<file path="src/common/asr_defines.svh">
`ifndef ASR_DEFINES_SVH
`define ASR_DEFINES_SVH

// clock
`define ASR_CLK_PERIOD_NS 10
`define ASR_CLK_HZ 100000000

// output word layout
`define ASR_WORD_BITS 32
`define ASR_BIT_STATUS 31
`define ASR_BIT_CHAN 30
`define ASR_BIT_SIGN 29
`define ASR_RES_MSB 28
`define ASR_RES_LSB 5
`define ASR_DATA_BITS 30

// serial clock and conversion timing
`define ASR_SCK_DIV 8
`define ASR_SCK_MAX_CYCLES 32
`define ASR_CONV60_MS 133
`define ASR_CONV50_MS 160
`define ASR_EXT_CONV_PERIODS 20510
`define ASR_NOTCH_DIV 2560
`define ASR_DOUT_MAX_US 1670
`define ASR_EXT_OSC_MIN_HZ 2560

// derived cycle counts
`define ASR_CONV60_CYC (`ASR_CONV60_MS * 1000000 / `ASR_CLK_PERIOD_NS)
`define ASR_CONV50_CYC (`ASR_CONV50_MS * 1000000 / `ASR_CLK_PERIOD_NS)
`define ASR_TICK_CYC (`ASR_DOUT_MAX_US * 1000 / (`ASR_CLK_PERIOD_NS * \
	`ASR_SCK_MAX_CYCLES * `ASR_SCK_DIV))
`define ASR_OSC_TIMEOUT_CYC (`ASR_CLK_HZ / `ASR_EXT_OSC_MIN_HZ)

// reset values
`define ASR_SDO_RESET 1'b1

`endif

</file>
<file path="src/common/asr_pkg.sv">
package asr_pkg;

	// converter states
	typedef enum logic [1:0] {
		ASR_CONVERT = 2'b00,
		ASR_SLEEP = 2'b01,
		ASR_DOUT = 2'b10
	} asr_state_t;

	// whole state of the readout block
	typedef struct packed {
		asr_state_t state;
		logic started;
		logic mode_int;
		logic cs_q;
		logic sck_q;
		logic rs_q;
		logic ext_osc;
		logic [15:0] osc_gap;
		logic [23:0] conv_cnt;
		logic [9:0] tick_cnt;
		logic [1:0] div_cnt;
		logic sck_r;
		logic [5:0] bit_cnt;
		logic [31:0] shift;
		logic chan;
		logic sdo;
	} asr_regs_t;

endpackage

</file>
<file path="src/design/asr_readout.sv">
`timescale 1ns/10ps
`default_nettype none
`include "asr_defines.svh"

module asr_readout
	import asr_pkg::*;
#(
	parameter int CONV60_CYC = `ASR_CONV60_CYC,
	parameter int CONV50_CYC = `ASR_CONV50_CYC,
	parameter int EXT_CONV_PERIODS = `ASR_EXT_CONV_PERIODS,
	parameter int OSC_TIMEOUT_CYC = `ASR_OSC_TIMEOUT_CYC,
	parameter int TICK_CYC = `ASR_TICK_CYC,
	parameter int FIFO_DEPTH = 16
)
(
	// clock and reset
	input wire logic i_clock,
	input wire logic i_arst_n,
	// chip select, active low
	input wire logic i_cs_n,
	// serial clock pin
	input wire logic i_sck_in,
	output logic o_sck_out,
	output logic o_sck_oe,
	output logic o_sck_pullup,
	// serial data pin
	output logic o_sdo_out,
	output logic o_sdo_oe,
	// rejection select: level or external oscillator
	input wire logic i_rejection_select,
	// results from the filter
	input wire logic i_result_valid,
	input wire logic [`ASR_DATA_BITS-1:0] i_result_data,
	output logic o_result_ready
);

	asr_regs_t s_r;
	asr_regs_t s_nxt;
	logic fifo_valid;
	logic fifo_pop;
	logic [`ASR_DATA_BITS-1:0] fifo_data;
	logic cs_fall;
	logic rs_rise;
	logic conv_tick;
	logic gen_on;
	logic sck_rise;
	logic sck_fall;
	logic conv_hit;
	logic [23:0] conv_target;

	// results wait here until a conversion ends
	asr_fifo #(
		.WIDTH(`ASR_DATA_BITS),
		.DEPTH(FIFO_DEPTH)
	) u_fifo (
		.i_clock(i_clock),
		.i_arst_n(i_arst_n),
		.i_in_valid(i_result_valid),
		.i_in_data(i_result_data),
		.o_in_ready(o_result_ready),
		.o_out_valid(fifo_valid),
		.o_out_data(fifo_data),
		.i_out_ready(fifo_pop)
	);

	// edges of the pins, all inputs already synchronous
	assign cs_fall = s_r.cs_q & ~i_cs_n;
	assign rs_rise = ~s_r.rs_q & i_rejection_select;

	// clock pin driven only after the select fall cycle has sampled it
	assign o_sck_oe = s_r.mode_int & ~i_cs_n & ~s_r.cs_q;
	// pull-up stays on whenever the pin is not driven
	assign o_sck_pullup = ~o_sck_oe;
	assign o_sck_out = s_r.sck_r;
	assign o_sdo_oe = ~i_cs_n;
	assign o_sdo_out = s_r.sdo;

	// generator runs while selected and sleeping or shifting
	assign gen_on = o_sck_oe &&
		(s_r.state == ASR_SLEEP || s_r.state == ASR_DOUT);

	// conversion clock: oscillator edges or internal divider
	assign conv_tick = s_r.ext_osc ? rs_rise :
		(s_r.tick_cnt == 10'(TICK_CYC - 1));

	// serial clock edges, from own generator or from the pin
	always_comb
	begin
		if (s_r.mode_int)
		begin
			sck_rise = gen_on && conv_tick && s_r.div_cnt == 2'h3 &&
				!s_r.sck_r;
			sck_fall = gen_on && conv_tick && s_r.div_cnt == 2'h3 &&
				s_r.sck_r;
		end
		else
		begin
			sck_rise = ~s_r.sck_q & i_sck_in & ~i_cs_n;
			sck_fall = s_r.sck_q & ~i_sck_in & ~i_cs_n;
		end
	end

	// conversion length depends on oscillator and rejection choice
	always_comb
	begin
		if (s_r.ext_osc)
			conv_target = 24'(EXT_CONV_PERIODS - 1);
		else if (s_r.rs_q)
			conv_target = 24'(CONV50_CYC - 1);
		else
			conv_target = 24'(CONV60_CYC - 1);
	end
	assign conv_hit = (s_r.conv_cnt >= conv_target);
	// a finished conversion stalls until the filter result is in;
	// with an oscillator the last period must close before the pop
	assign fifo_pop = (s_r.state == ASR_CONVERT) && conv_hit && fifo_valid &&
		(!s_r.ext_osc || rs_rise);

	// next state
	always_comb
	begin
		s_nxt = s_r;
		s_nxt.cs_q = i_cs_n;
		s_nxt.sck_q = i_sck_in;
		s_nxt.rs_q = i_rejection_select;

		// oscillator is present while edges keep coming
		if (s_r.rs_q != i_rejection_select)
		begin
			s_nxt.osc_gap = '0;
			s_nxt.ext_osc = 1'b1;
		end
		else if (s_r.osc_gap == 16'(OSC_TIMEOUT_CYC))
			s_nxt.ext_osc = 1'b0;
		else
			s_nxt.osc_gap = s_r.osc_gap + 16'h1;

		// internal conversion clock divider
		if (s_r.tick_cnt == 10'(TICK_CYC - 1))
			s_nxt.tick_cnt = '0;
		else
			s_nxt.tick_cnt = s_r.tick_cnt + 10'h1;

		// clock mode: first cycle after reset, then every select fall
		if (!s_r.started)
		begin
			s_nxt.started = 1'b1;
			s_nxt.mode_int = i_sck_in;
		end
		else if (cs_fall)
			s_nxt.mode_int = i_sck_in;

		// serial clock over eight conversion clocks, low when idle
		if (gen_on)
		begin
			if (conv_tick)
			begin
				s_nxt.div_cnt = s_r.div_cnt + 2'h1;
				if (s_r.div_cnt == 2'h3)
					s_nxt.sck_r = ~s_r.sck_r;
			end
		end
		else
		begin
			s_nxt.div_cnt = '0;
			s_nxt.sck_r = 1'b0;
		end

		case (s_r.state)
			ASR_CONVERT:
			begin
				if (!s_r.ext_osc || rs_rise)
				begin
					if (!conv_hit)
						s_nxt.conv_cnt = s_r.conv_cnt + 24'h1;
				end
				// done: load word and sleep regardless of select
				if (fifo_pop)
				begin
					s_nxt.shift = {1'b0, ~s_r.chan, fifo_data};
					s_nxt.chan = ~s_r.chan;
					s_nxt.conv_cnt = '0;
					s_nxt.state = ASR_SLEEP;
				end
			end
			ASR_SLEEP:
			begin
				// stays here while select is high
				s_nxt.bit_cnt = '0;
				if (sck_rise && !i_cs_n)
					s_nxt.state = ASR_DOUT;
			end
			ASR_DOUT:
			begin
				if (i_cs_n)
				begin
					s_nxt.state = ASR_CONVERT;
					s_nxt.conv_cnt = '0;
				end
				else if (sck_fall)
				begin
					s_nxt.shift = {s_r.shift[30:0], 1'b1};
					s_nxt.bit_cnt = s_r.bit_cnt + 6'h1;
					// capped at 32 cycles in every clock mode
					if (s_r.bit_cnt == 6'(`ASR_SCK_MAX_CYCLES - 1))
					begin
						s_nxt.state = ASR_CONVERT;
						s_nxt.conv_cnt = '0;
					end
				end
			end
			default:
			begin
				s_nxt.state = ASR_CONVERT;
			end
		endcase

		// data pin: shifted bit, else active-low done status
		if (s_nxt.state == ASR_DOUT)
			s_nxt.sdo = s_nxt.shift[`ASR_BIT_STATUS];
		else
			s_nxt.sdo = (s_nxt.state == ASR_CONVERT);
	end

	// register the state; mode strap is caught after release
	always_ff @(posedge i_clock or negedge i_arst_n)
	begin
		if (!i_arst_n)
		begin
			s_r <= '0;
			s_r.cs_q <= 1'b1;
			s_r.sdo <= `ASR_SDO_RESET;
			s_r.mode_int <= 1'b1;
		end
		else
			s_r <= s_nxt;
	end
endmodule

`default_nettype wire

</file>
<file path="src/design/asr_fifo.sv">
`timescale 1ns/10ps
`default_nettype none

module asr_fifo
	import asr_pkg::*;
#(
	parameter int WIDTH = 30,
	parameter int DEPTH = 16,
	parameter int AW = $clog2(DEPTH)
)
(
	// clock and reset
	input wire logic i_clock,
	input wire logic i_arst_n,
	// fill side
	input wire logic i_in_valid,
	input wire logic [WIDTH-1:0] i_in_data,
	output logic o_in_ready,
	// drain side
	output logic o_out_valid,
	output logic [WIDTH-1:0] o_out_data,
	input wire logic i_out_ready
);

	typedef struct packed {
		logic [DEPTH-1:0][WIDTH-1:0] mem;
		logic [AW-1:0] wr;
		logic [AW-1:0] rd;
		logic [AW:0] count;
	} asr_fifo_regs_t;

	asr_fifo_regs_t s_r;
	asr_fifo_regs_t s_nxt;
	logic push;
	logic pop;

	// honest flags straight from the fill count
	assign o_in_ready = (s_r.count != (AW + 1)'(DEPTH));
	assign o_out_valid = (s_r.count != '0);
	assign o_out_data = s_r.mem[s_r.rd];
	assign push = i_in_valid & o_in_ready;
	assign pop = o_out_valid & i_out_ready;

	// pointers wrap by index; depth need not be a power of two
	always_comb
	begin
		s_nxt = s_r;
		if (push)
		begin
			s_nxt.mem[s_r.wr] = i_in_data;
			s_nxt.wr = (s_r.wr == AW'(DEPTH - 1)) ? '0 : s_r.wr + 1'b1;
		end
		if (pop)
			s_nxt.rd = (s_r.rd == AW'(DEPTH - 1)) ? '0 : s_r.rd + 1'b1;
		s_nxt.count = s_r.count + (AW + 1)'(push) - (AW + 1)'(pop);
	end

	// register the state
	always_ff @(posedge i_clock or negedge i_arst_n)
	begin
		if (!i_arst_n)
			s_r <= '0;
		else
			s_r <= s_nxt;
	end

endmodule

`default_nettype wire

</file>
<file path="config.mk">
export PLATFORM = sky130hd
export DESIGN_NAME = asr_readout
export DESIGN_NICKNAME = d
export VERILOG_FILES = /design/src/common/asr_pkg.sv /design/src/design/asr_readout.sv /design/src/design/asr_fifo.sv
export VERILOG_INCLUDE_DIRS = /design/src /design/src/common
export SDC_FILE = /design/constraint.sdc
export NUM_CORES = 1
export LEC_CHECK = 0
export BUFFER_PORTS_ARGS = -buffer_cell sky130_fd_sc_hd__buf_2
export CORE_ASPECT_RATIO = 2
export CORE_MARGIN = 1
export CORE_UTILIZATION = 55
export CTS_CLUSTER_DIAMETER = 80
export CTS_CLUSTER_SIZE = 40
export DETAILED_ROUTE_END_ITERATION = 6
export PLACE_DENSITY = 0.71
export SYNTH_ARGS = -nofsm -noshare
export SYNTH_HDL_FRONTEND = slang
export SYNTH_SLANG_ARGS = --single-unit
export TNS_END_PERCENT = 50
</file>
<file path="constraint.sdc">
create_clock -name i_clock -period 3.5 [get_ports i_clock]
set_input_delay 0.525 -clock i_clock [delete_from_list [all_inputs] [get_ports i_clock]]
set_output_delay 0.525 -clock i_clock [all_outputs]
set_load 0.005 [all_outputs]
</file>
==> metrics.cfg, run 1 <==
[finish]
final_common_cell = dfrtp_1
final_cells = 2607
multi_input_area_um2 = 12500
layout-drive-gt1-share = 0.414
area_growth_pct = 6.81
fill_cells = 3943
mostFrequentLayoutCells = dfrtp_1 (587), mux2_2 (513), mux4_2 (121)
final_core_util = 0.597
final_cell_area_um2 = 29900
regArea_um2 = 14900
fin_nets = 2028

[cts]
clkTransAtPathRegs_ps = 140
clock_latency_ps = 590
cts_buffers = 19
cts_tree = yes
cts_root_buf = clkbuf_16
clock-sinks = 594
htree_levels = 1
cts_buffer_depth = 3

[place]
io_buffers = 41
place.gp.congestion = 0.820
dpl_worst_slack_ps = -9.38
hpwl_um = 39700
placedInstanceArea_um2 = 29300
placed_cells = 2577

[routing]
first_pass_iters = 5
drc_errors = 0
via_per_inst = 6.32
dr.first_iter.drc_count = 782
vias = 16464
wl_per_cell_um = 24.2
wl_um = 63100
detail-route-antenna-nets = 0

[status]
status = finished clean

[timing]
maxSlewHeadroom = 0.246
fin_ws_ps = 211
setup_viol = 0
max_freq_mhz = 304
finClkSkew_ps = 21.4
slew_violations = 0
rsz0062_at_grt = no
whs_ps = 89.0
finalHoldViolations = 0
fin_crit_sh = 0.940
worst_slew_pin_slew_ps = 1130
min_period_ps = 3290

[setup_path]
critPathRequiredTime_ps = 4010
crit_type = reg2reg
reg2reg_depth = 15
crit_fanout = 4
cp-end-kind = flop
crit_path_start_kind = flop
critPathArrivalTime_ps = 3800

[synthesis]
yosysWarnings = 0
synth_edf_count = 0
synth_nets = 2037
synth_seq_cells = 594
synth_area_um2 = 28000
synth_cell_types = 71
ys_async_sr_fraction = 1.00
synth_top_flop_cell = dfrtp_1
synthCells = 1961
avgSynthCellArea_um2 = 14.3
yosysSeqAreaShare = 0.532

[global_routing]
grt_pass1_vias = 17834
antenna_found_initial = 3
grt_max_degree = 110
grt_usage = 0.253
grt_first_pass_wirelength_um = 101000
grt_overflow = 0

[pwr]
power_leakage_nw = 13.1
p_per_area_nw_per_um2 = 828
peakVddDrop_mv = 0.502

[flow_run]
maxCapViolations = 0

[floorplanning]
dieWidth_um = 161
die-area_um2 = 51800
pin_count = 42
coreArea_um2 = 50100
fp-row-count = 116
start_util = 0.558
die_h_um = 321

[min_path]
hold_path_depth = 1
hold_path_class = in2reg

## synth_stat cells (16+ instances only)
library cell  count  area, um^2
o21ai_0          28         140
nand3_1          34         170
nor2b_1          37         231
ha_1             39         488
xnor2_1          16         140
nand2_1          49         184
a21oi_1          47         235
inv_1            34         128
nor2_1           27         101
buf_2            22         110
clkbuf_1        111         417
a22o_1           32         280
dfrtp_1         591       14800
a211oi_1         30         225
mux4_2          121        2730
mux2i_1          32         320
mux2_2          513        5780
nor3_1           22         110
## timing repair
| action | in CTS | in global routing |
|---|---|---|
| pin swaps | 0 | 4 |
| hold buffers | 1 | 0 |
| gates resized for setup | 2 | 8 |
| endpoints found under the hold margin | 57 | 0 |
| endpoints found under the setup margin | 1 | 1 |
| setup buffers | 0 | 2 |
| gates cloned | 0 | 0 |
## worst max-delay path: stages, from the launching register on
cell and delay, ps:
dfrtp_1 440, or2_4 290, ha_1 310, nand4b_1 200, nor2_1 200, a22oi_1 90, buf_4 170, a311oi_4 320
ha_1 180, inv_1 40, ha_1 200, fa_2 360, a21oi_2 130, nor2_1 50, nor2_1 110, xnor2_1 130
## through the flow
step	setup TNS, ps	total power [W]
6_report	0	0.0247
3_3_place_gp	0	0.0213
3_5_place_dp	-9.38	0.0219
2_1_floorplan	0	0.0189
5_1_grt	0	0.0261
4_1_cts	0	0.0249
## state kept, by name, indices dropped and copies added (netlist names)
name and flops:
u_fifo.s_r 493, s_r 99, o_sck_out 1, o_sdo_out 1
## report_power, final
| part | internal, W | switching (W) | leakage, nW |
|---|---|---|---|
| registers | 0.00971 | 0.00181 | 7.40 |
| logic | 0.00591 | 0.00416 | 5.45 |
| clock network | 0.00104 | 0.00209 | 0.263 |
| total | 0.0167 | 0.00806 | 13.1 |
## layer usage
layer | global-route usage | vias to the layer above | part of all wire | wire length [um]
met5 | 0 | - | 0.00027 | 17
met4 | 0.0629 | 2 | 0.019 | 1200
met3 | 0.0175 | 76 | 0.024 | 1510
met2 | 0.480 | 228 | 0.56 | 35600
met1 | 0.308 | 8924 | 0.39 | 24700
li1 | - | 7234 | - | -
## cell families (layout without fill, tap and decap cells)
kind of cell | after synthesis | after routing | share of synthesized area
muxes | 667 | 667 | 0.316
and+or+nand+nor | 254 | 254 | 0.0498
DFF | 594 | 594 | 0.532
buffers and inverters | 176 | 171 | 0.0246
other | 1 | 3 | 0.000134
adders and majority gates | 40 | 40 | 0.0182
AOI/OAI and AO/OA | 201 | 201 | 0.0510
xor gates and xnor gates | 28 | 28 | 0.00877
## cell type report
class | instances | share of cell area
well taps | 649 | 0.0272
inverters | 34 | 0.00427
clock inverters | 4 | 0.00172
flip-flops and latches | 594 | 0.498
diodes | 2 | 0.000168
multi-input cells | 1191 | 0.420
repair buffers | 112 | 0.0323
clock buffers | 21 | 0.0162
## worst paths after layout
check                           startpoint              end  slack, ps
worst max-delay path               s_r[93]    u_fifo.s_r[4]        210
max in group asynchronous         i_arst_n  u_fifo.s_r[108]       1930
worst max register to register     s_r[93]    u_fifo.s_r[4]        210
min in group asynchronous         i_arst_n  u_fifo.s_r[398]        460
worst min-delay path                i_cs_n          s_r[96]         90
worst min register to register     s_r[43]          s_r[43]        510
No activity file was read; power rests on OpenSTA's default activity.
==> run 2: changes to the inputs <==
CORE_ASPECT_RATIO = default   (was 2)
==> run 2 against run 1 <==
Compared with the run above:
- final area rose by 1.8%
- worst hold slack got worse by 23 ps
- global-route usage fell by 1.1 points
- cell count rose by 2.4%
- setup slack got worse by 49 ps
- largest power group unchanged
- maximum frequency fell by 1.5%
- clock power rose by 34%
==> metrics.cfg, run 2 (synthesis results as in run 1) <==
[timing]
rsz0062_at_grt = no  ; unchanged
finClkSkew_ps = 25.9  ; was 21.4 ps
setup_viol = 0  ; unchanged
fin_crit_sh = 0.954  ; was 0.940
worst_slew_pin_slew_ps = 1110  ; was 1130 ps
maxSlewHeadroom = 0.256  ; was 0.246
slew_violations = 0  ; unchanged
fin_ws_ps = 162  ; was 211 ps
finalHoldViolations = 0  ; unchanged
min_period_ps = 3340  ; was 3290 ps
max_freq_mhz = 300  ; was 304 MHz
fin_setup_tns_ps = 0  ; unchanged

[global_routing]
met2_usage = 0.410  ; was 0.480
antenna_found_initial = 2  ; was 3
grt_max_degree = 119  ; was 110
grt_use_met3 = 0.0252  ; was 0.0175
grt_busiest_layer = met2  ; unchanged
grtUsageMet1 = 0.340  ; was 0.308
grt_pass1_vias = 17222  ; was 17834
grt_usage = 0.242  ; was 0.253
grt_overflow = 0  ; unchanged
grt_first_pass_wirelength_um = 96400  ; was 101000 um

[floorplanning]
die-area_um2 = 51700  ; was 51800 um^2
fp-row-count = 82  ; was 116
pin_count = 42  ; unchanged
dieWidth_um = 227  ; was 161 um
die_h_um = 227  ; was 321 um
coreArea_um2 = 50200  ; was 50100 um^2
start_util = 0.557  ; was 0.558

[pwr]
p_per_area_nw_per_um2 = 844  ; was 828 nW/um^2
finalPower_w = 0.0257  ; was 0.0247 W
power_leakage_nw = 13.4  ; was 13.1 nW
peakVddDrop_mv = 0.529  ; was 0.502 mV

[setup_path]
critical-path-top-delay-family = adder cells  ; unchanged
crit_path_start_kind = flop  ; unchanged
cp_num_cells = 14  ; was 15
crit_type = reg2reg  ; unchanged
reg2reg_depth = 14  ; was 15
critPathArrivalTime_ps = 3870  ; was 3800 ps
cp_slowest_stage_delay_ps = 400  ; was 440 ps
cp-end-kind = flop  ; unchanged
critPathRequiredTime_ps = 4040  ; was 4010 ps
cp_common_cell = ha_1
crit_buf_inv = 1  ; was 2
crit_path_cell_trace = or2_2, ha_1, nand4_1, a2111oi_4, o21ai_2, a311oi_4, ha_1, inv_1, ha_1, fa_2, a21oi_2, nor2_1, nor2_1, xnor2_1  ; was or2_4, ha_1, nand4b_1, nor2_1, a22oi_1, buf_4, a311oi_4, ha_1, inv_1, ha_1, fa_2, a21oi_2, nor2_1, nor2_1, xnor2_1
crit_fanout = 3  ; was 4
crit_path_top_delay_cell = dfrtp_1  ; unchanged

[place]
hpwl_um = 38400  ; was 39700 um
io_buffers = 41  ; unchanged
place.gp.congestion = 0.842  ; was 0.820
dpl_worst_slack_ps = 81.5  ; was -9.38 ps

[finish]
reg_top3 = u_fifo.s_r x493, s_r x99  ; unchanged
largest_reg_flops = 493  ; unchanged
largest_register = u_fifo.s_r  ; unchanged
layout-drive-gt1-share = 0.425  ; was 0.414
antenna_cells = 0  ; was 2
area_growth_pct = 8.74  ; was 6.81%
fin_nets = 2049  ; was 2028
fill_cells = 3855  ; was 3943
mostFrequentLayoutCells = dfrtp_1 (587), mux2_2 (513), mux4_2 (121)  ; unchanged
final_common_cell = dfrtp_1  ; unchanged

[cts]
clock-sinks = 594  ; unchanged
cts_buffer_depth = 3  ; unchanged
clkTransAtPathRegs_ps = 90  ; was 140 ps
cts_root_buf = clkbuf_16  ; unchanged
cts_buffers = 30  ; was 19
clock_latency_ps = 630  ; was 590 ps
htree_levels = 1  ; unchanged
cts_tree = yes  ; unchanged

[routing]
via_per_inst = 6.19  ; was 6.32
wl_um = 60100  ; was 63100 um
first_pass_iters = 5  ; unchanged
wl_per_cell_um = 22.5  ; was 24.2 um
dr.first_iter.drc_count = 1026  ; was 782
drc_errors = 0  ; unchanged
vias = 16520  ; was 16464
detail-route-antenna-nets = 0  ; unchanged

[min_path]
hold_path_depth = 1  ; unchanged
hold_path_class = in2reg  ; unchanged

[flow_run]
maxCapViolations = 0  ; unchanged

[status]
status = finished clean  ; unchanged

[run 2: cell types whose count changed in the layout (fill, tap and decap cells not counted), sizes merged]
| cell | change |
|---|---|
| buf | +10 |
| clkbuf | +13 |
| clkinv | +12 |
| diode | -2 |
| inv | +6 |
[run 2: where the power goes]
part           total [W]  switching (W)  internal, W
Clock            0.00419        0.00243      0.00176
Sequential        0.0115        0.00179      0.00972
Combinational    0.00996        0.00406      0.00590
Total             0.0257        0.00828       0.0174
[run 2: timing repair]
| action | CTS | global route |
|---|---|---|
| hold endpoints to repair | 74 | 0 |
| setup buffers | 0 | 1 |
| gates resized for setup | 3 | 4 |
| hold buffers | 1 | 0 |
| pin swaps | 2 | 3 |
| endpoints found under the setup margin | 1 | 2 |
[run 2: cell type report]
type                    instances  area, um^2  share of cell area
flip-flops and latches        594       14900               0.489
well taps                     672         841              0.0277
clock inverters                22         250             0.00823
clock buffers                  34         787              0.0259
inverters                      34         128             0.00420
repair buffers                122         988              0.0325
multi-input cells            1191       12500               0.412
[run 2: through the flow]
step           instances  utilization  area, um^2  hold slack [ps]
2_1_floorplan       1961            -       28000              229
3_3_place_gp        2611        0.585       29300              467
3_5_place_dp        2611        0.585       29300              471
4_1_cts             2668        0.606       30400             33.5
5_1_grt             2669        0.606       30400             52.2
6_report            2669        0.606       30400             65.7
[run 2: path summary, 6_finish.rpt]
kind	slack, ps	from	endpoint
setup / recovery	160	s_r[93]	u_fifo.s_r[4]
hold / removal	70	i_cs_n	s_r[96]
setup reg to reg	160	s_r[93]	u_fifo.s_r[4]
hold reg to reg	480	s_r[43]	s_r[43]
max in group asynchronous	1880	i_arst_n	u_fifo.s_r[37]
min in group asynchronous	500	i_arst_n	s_r[71]
[run 2: routing by layer]
layer / up-vias / routed length (um)
li1: 7303 / -
met1: 8892 / 27200
met2: 248 / 29800
met3: 73 / 1890
met4: 4 / 1200
met5: - / 24
==> run 3: changes to the inputs <==
PLACE_DENSITY = default   (was 0.71)
PLACE_DENSITY_LB_ADDON = 0.08   (was default)
==> run 3 against run 2 <==
Compared with the run above:
- power grew 0.98%
- non-clock buffer count shrank 2
- largest power group unchanged
- via count shrank 1.2%
- count of clock-buffer cells in the layout shrank 3
- global-route usage grew 0.42 points
- highest routed layer unchanged
- sequential cell count is the same
- sequential share of layout area shrank 0.27 points
==> metrics.cfg, run 3 (synthesis results as in run 1) <==
[status]
status = finished clean  ; unchanged

[place]
hpwl_um = 38300  ; was 38400 um
placed_cells = 2607  ; was 2611
dpl_worst_slack_ps = -11.2  ; was 81.5 ps
io_buffers = 41  ; unchanged
placedInstanceArea_um2 = 29400  ; was 29300 um^2
place.gp.congestion = 0.850  ; was 0.842

[cts]
htree_levels = 1  ; unchanged
cts_buffer_depth = 3  ; unchanged
clock_latency_ps = 640  ; was 630 ps
clock-sinks = 594  ; unchanged
cts_tree = yes  ; unchanged
cts_root_buf = clkbuf_16  ; unchanged
cts_buffers = 31  ; was 30
clkTransAtPathRegs_ps = 100  ; was 90 ps

[pwr]
finalPower_w = 0.0259  ; was 0.0257 W
power_leakage_nw = 13.5  ; was 13.4 nW
p_per_area_nw_per_um2 = 847  ; was 844 nW/um^2
power_frac_clock = 0.172  ; was 0.163
p_sw_w = 0.00840  ; was 0.00828 W
peakVddDrop_mv = 0.571  ; was 0.529 mV
combPwrFrac = 0.385  ; was 0.388
p_seq_frac = 0.443  ; was 0.448
intPower_w = 0.0175  ; was 0.0174 W
switching_share = 0.324  ; was 0.323

[setup_path]
crit_path_cell_trace = or2_4, ha_4, nand4_1, a2111oi_4, o21ai_4, a311oi_4, ha_1, inv_1, ha_1, fa_2, a21oi_1, nor2_1, nor2_1, xnor2_1  ; was or2_2, ha_1, nand4_1, a2111oi_4, o21ai_2, a311oi_4, ha_1, inv_1, ha_1, fa_2, a21oi_2, nor2_1, nor2_1, xnor2_1
critPathRequiredTime_ps = 4050  ; was 4040 ps
crit_fanout = 4  ; was 3
crit_path_top_delay_cell = a2111oi_4  ; was dfrtp_1
cp-end-kind = flop  ; unchanged
crit_buf_inv = 1  ; unchanged
critical-path-top-delay-family = adder cells  ; unchanged
cp_slowest_stage_delay_ps = 450  ; was 400 ps
critPathArrivalTime_ps = 3790  ; was 3870 ps
crit_type = reg2reg  ; unchanged
crit_path_start_kind = flop  ; unchanged

[global_routing]
grt_pass1_vias = 17138  ; was 17222
grt_use_met3 = 0.0280  ; was 0.0252
grt_busiest_layer = met2  ; unchanged
antenna_found_initial = 4  ; was 2
grt_usage = 0.246  ; was 0.242
met2_usage = 0.411  ; was 0.410
grt_overflow = 0  ; unchanged
grt_first_pass_wirelength_um = 98300  ; was 96400 um
grt_max_degree = 77  ; was 119
grtUsageMet1 = 0.353  ; was 0.340

[timing]
slew_violations = 0  ; unchanged
fin_ws_ps = 260  ; was 162 ps
finClkSkew_ps = 23.7  ; was 25.9 ps
finalHoldViolations = 0  ; unchanged
rsz0062_at_grt = no  ; unchanged
max_freq_mhz = 309  ; was 300 MHz
setup_viol = 0  ; unchanged
fin_crit_sh = 0.926  ; was 0.954
worst_slew_pin_slew_ps = 965  ; was 1110 ps
min_period_ps = 3240  ; was 3340 ps
maxSlewHeadroom = 0.355  ; was 0.256

[routing]
drc_errors = 0  ; unchanged
first_pass_iters = 6  ; was 5
wl_per_cell_um = 22.9  ; was 22.5 um
via_per_inst = 6.12  ; was 6.19
vias = 16329  ; was 16520
detail-route-antenna-nets = 0  ; unchanged
wl_um = 61200  ; was 60100 um
dr.first_iter.drc_count = 1103  ; was 1026

[floorplanning]
die-area_um2 = 51700  ; unchanged
die_h_um = 227  ; unchanged
coreArea_um2 = 50200  ; unchanged
start_util = 0.557  ; unchanged
dieWidth_um = 227  ; unchanged
pin_count = 42  ; unchanged
fp-row-count = 82  ; unchanged

[finish]
area_growth_pct = 9.36  ; was 8.74%
mostFrequentLayoutCells = dfrtp_1 (587), mux2_2 (513), mux4_2 (121)  ; unchanged
final_cell_area_um2 = 30600  ; was 30400 um^2
reg_top3 = u_fifo.s_r x493, s_r x99  ; unchanged
largest_reg_flops = 493  ; unchanged
final_cells = 2670  ; was 2669
fin_nets = 2048  ; was 2049
layout-drive-gt1-share = 0.427  ; was 0.425
fill_cells = 3836  ; was 3855
multi_input_area_um2 = 12600  ; was 12500 um^2
regArea_um2 = 14900  ; unchanged
final_common_cell = dfrtp_1  ; unchanged
largest_register = u_fifo.s_r  ; unchanged

[flow_run]
maxCapViolations = 0  ; unchanged

[min_path]
hold_path_class = in2reg  ; unchanged

-- run 3: cell type report --
class                           count  share of cell area
Tap cell                          672              0.0275
Inverter                           34             0.00417
Clock buffer                       31              0.0254
Antenna cell                        2            0.000164
Sequential cell                   594               0.487
Multi-Input combinational cell   1191               0.411
Timing Repair Buffer              120              0.0339
Clock inverter                     26              0.0117
-- run 3: power by group through the flow --
stage,Clock (W),Combinational [W],Sequential (W)
3_3_place_gp,0,0.00981,0.0114
3_5_place_dp,0,0.0101,0.0116
5_1_grt,0.00483,0.0108,0.0118
6_report,0.00446,0.00996,0.0115
2_1_floorplan,0,0.00813,0.0107
4_1_cts,0.00459,0.0101,0.0115
-- run 3: timing repair --
action | 4_1_cts | 5_1_grt
setup endpoints to repair | 1 | 3
hold buffers | 1 | 0
pin swaps | 0 | 8
buffers inserted | 0 | 3
gates resized for setup | 2 | 7
hold endpoints to repair | 64 | 0
-- run 3: stage by stage --
stage          setup TNS (ps)  hold WS, ps  utilization
2_1_floorplan               0          229            -
3_5_place_dp            -11.2          482        0.585
3_3_place_gp                0          476        0.585
5_1_grt                     0         36.9        0.609
4_1_cts                     0         22.5        0.608
6_report                    0         53.5        0.610
-- run 3: per-layer routing --
metal / routed length [um] / share of wire
met2: 29700 / 0.49
met1: 28600 / 0.47
met3: 1700 / 0.028
met5: 26 / 0.00042
met4: 1080 / 0.018
-- run 3: path summary, 6_finish.rpt --
check | start | to | slack [ps] | cells past startpoint
max | s_r[93] | u_fifo.s_r[4] | 260 | 14
min | i_rejection_select | s_r[94] | 50 | 1
max reg2reg | s_r[93] | u_fifo.s_r[4] | 260 | 14
min reg2reg | s_r[43] | s_r[43] | 490 | 1
max in group asynchronous | i_arst_n | u_fifo.s_r[381] | 1940 | 3
min in group asynchronous | i_arst_n | s_r[58] | 500 | 2
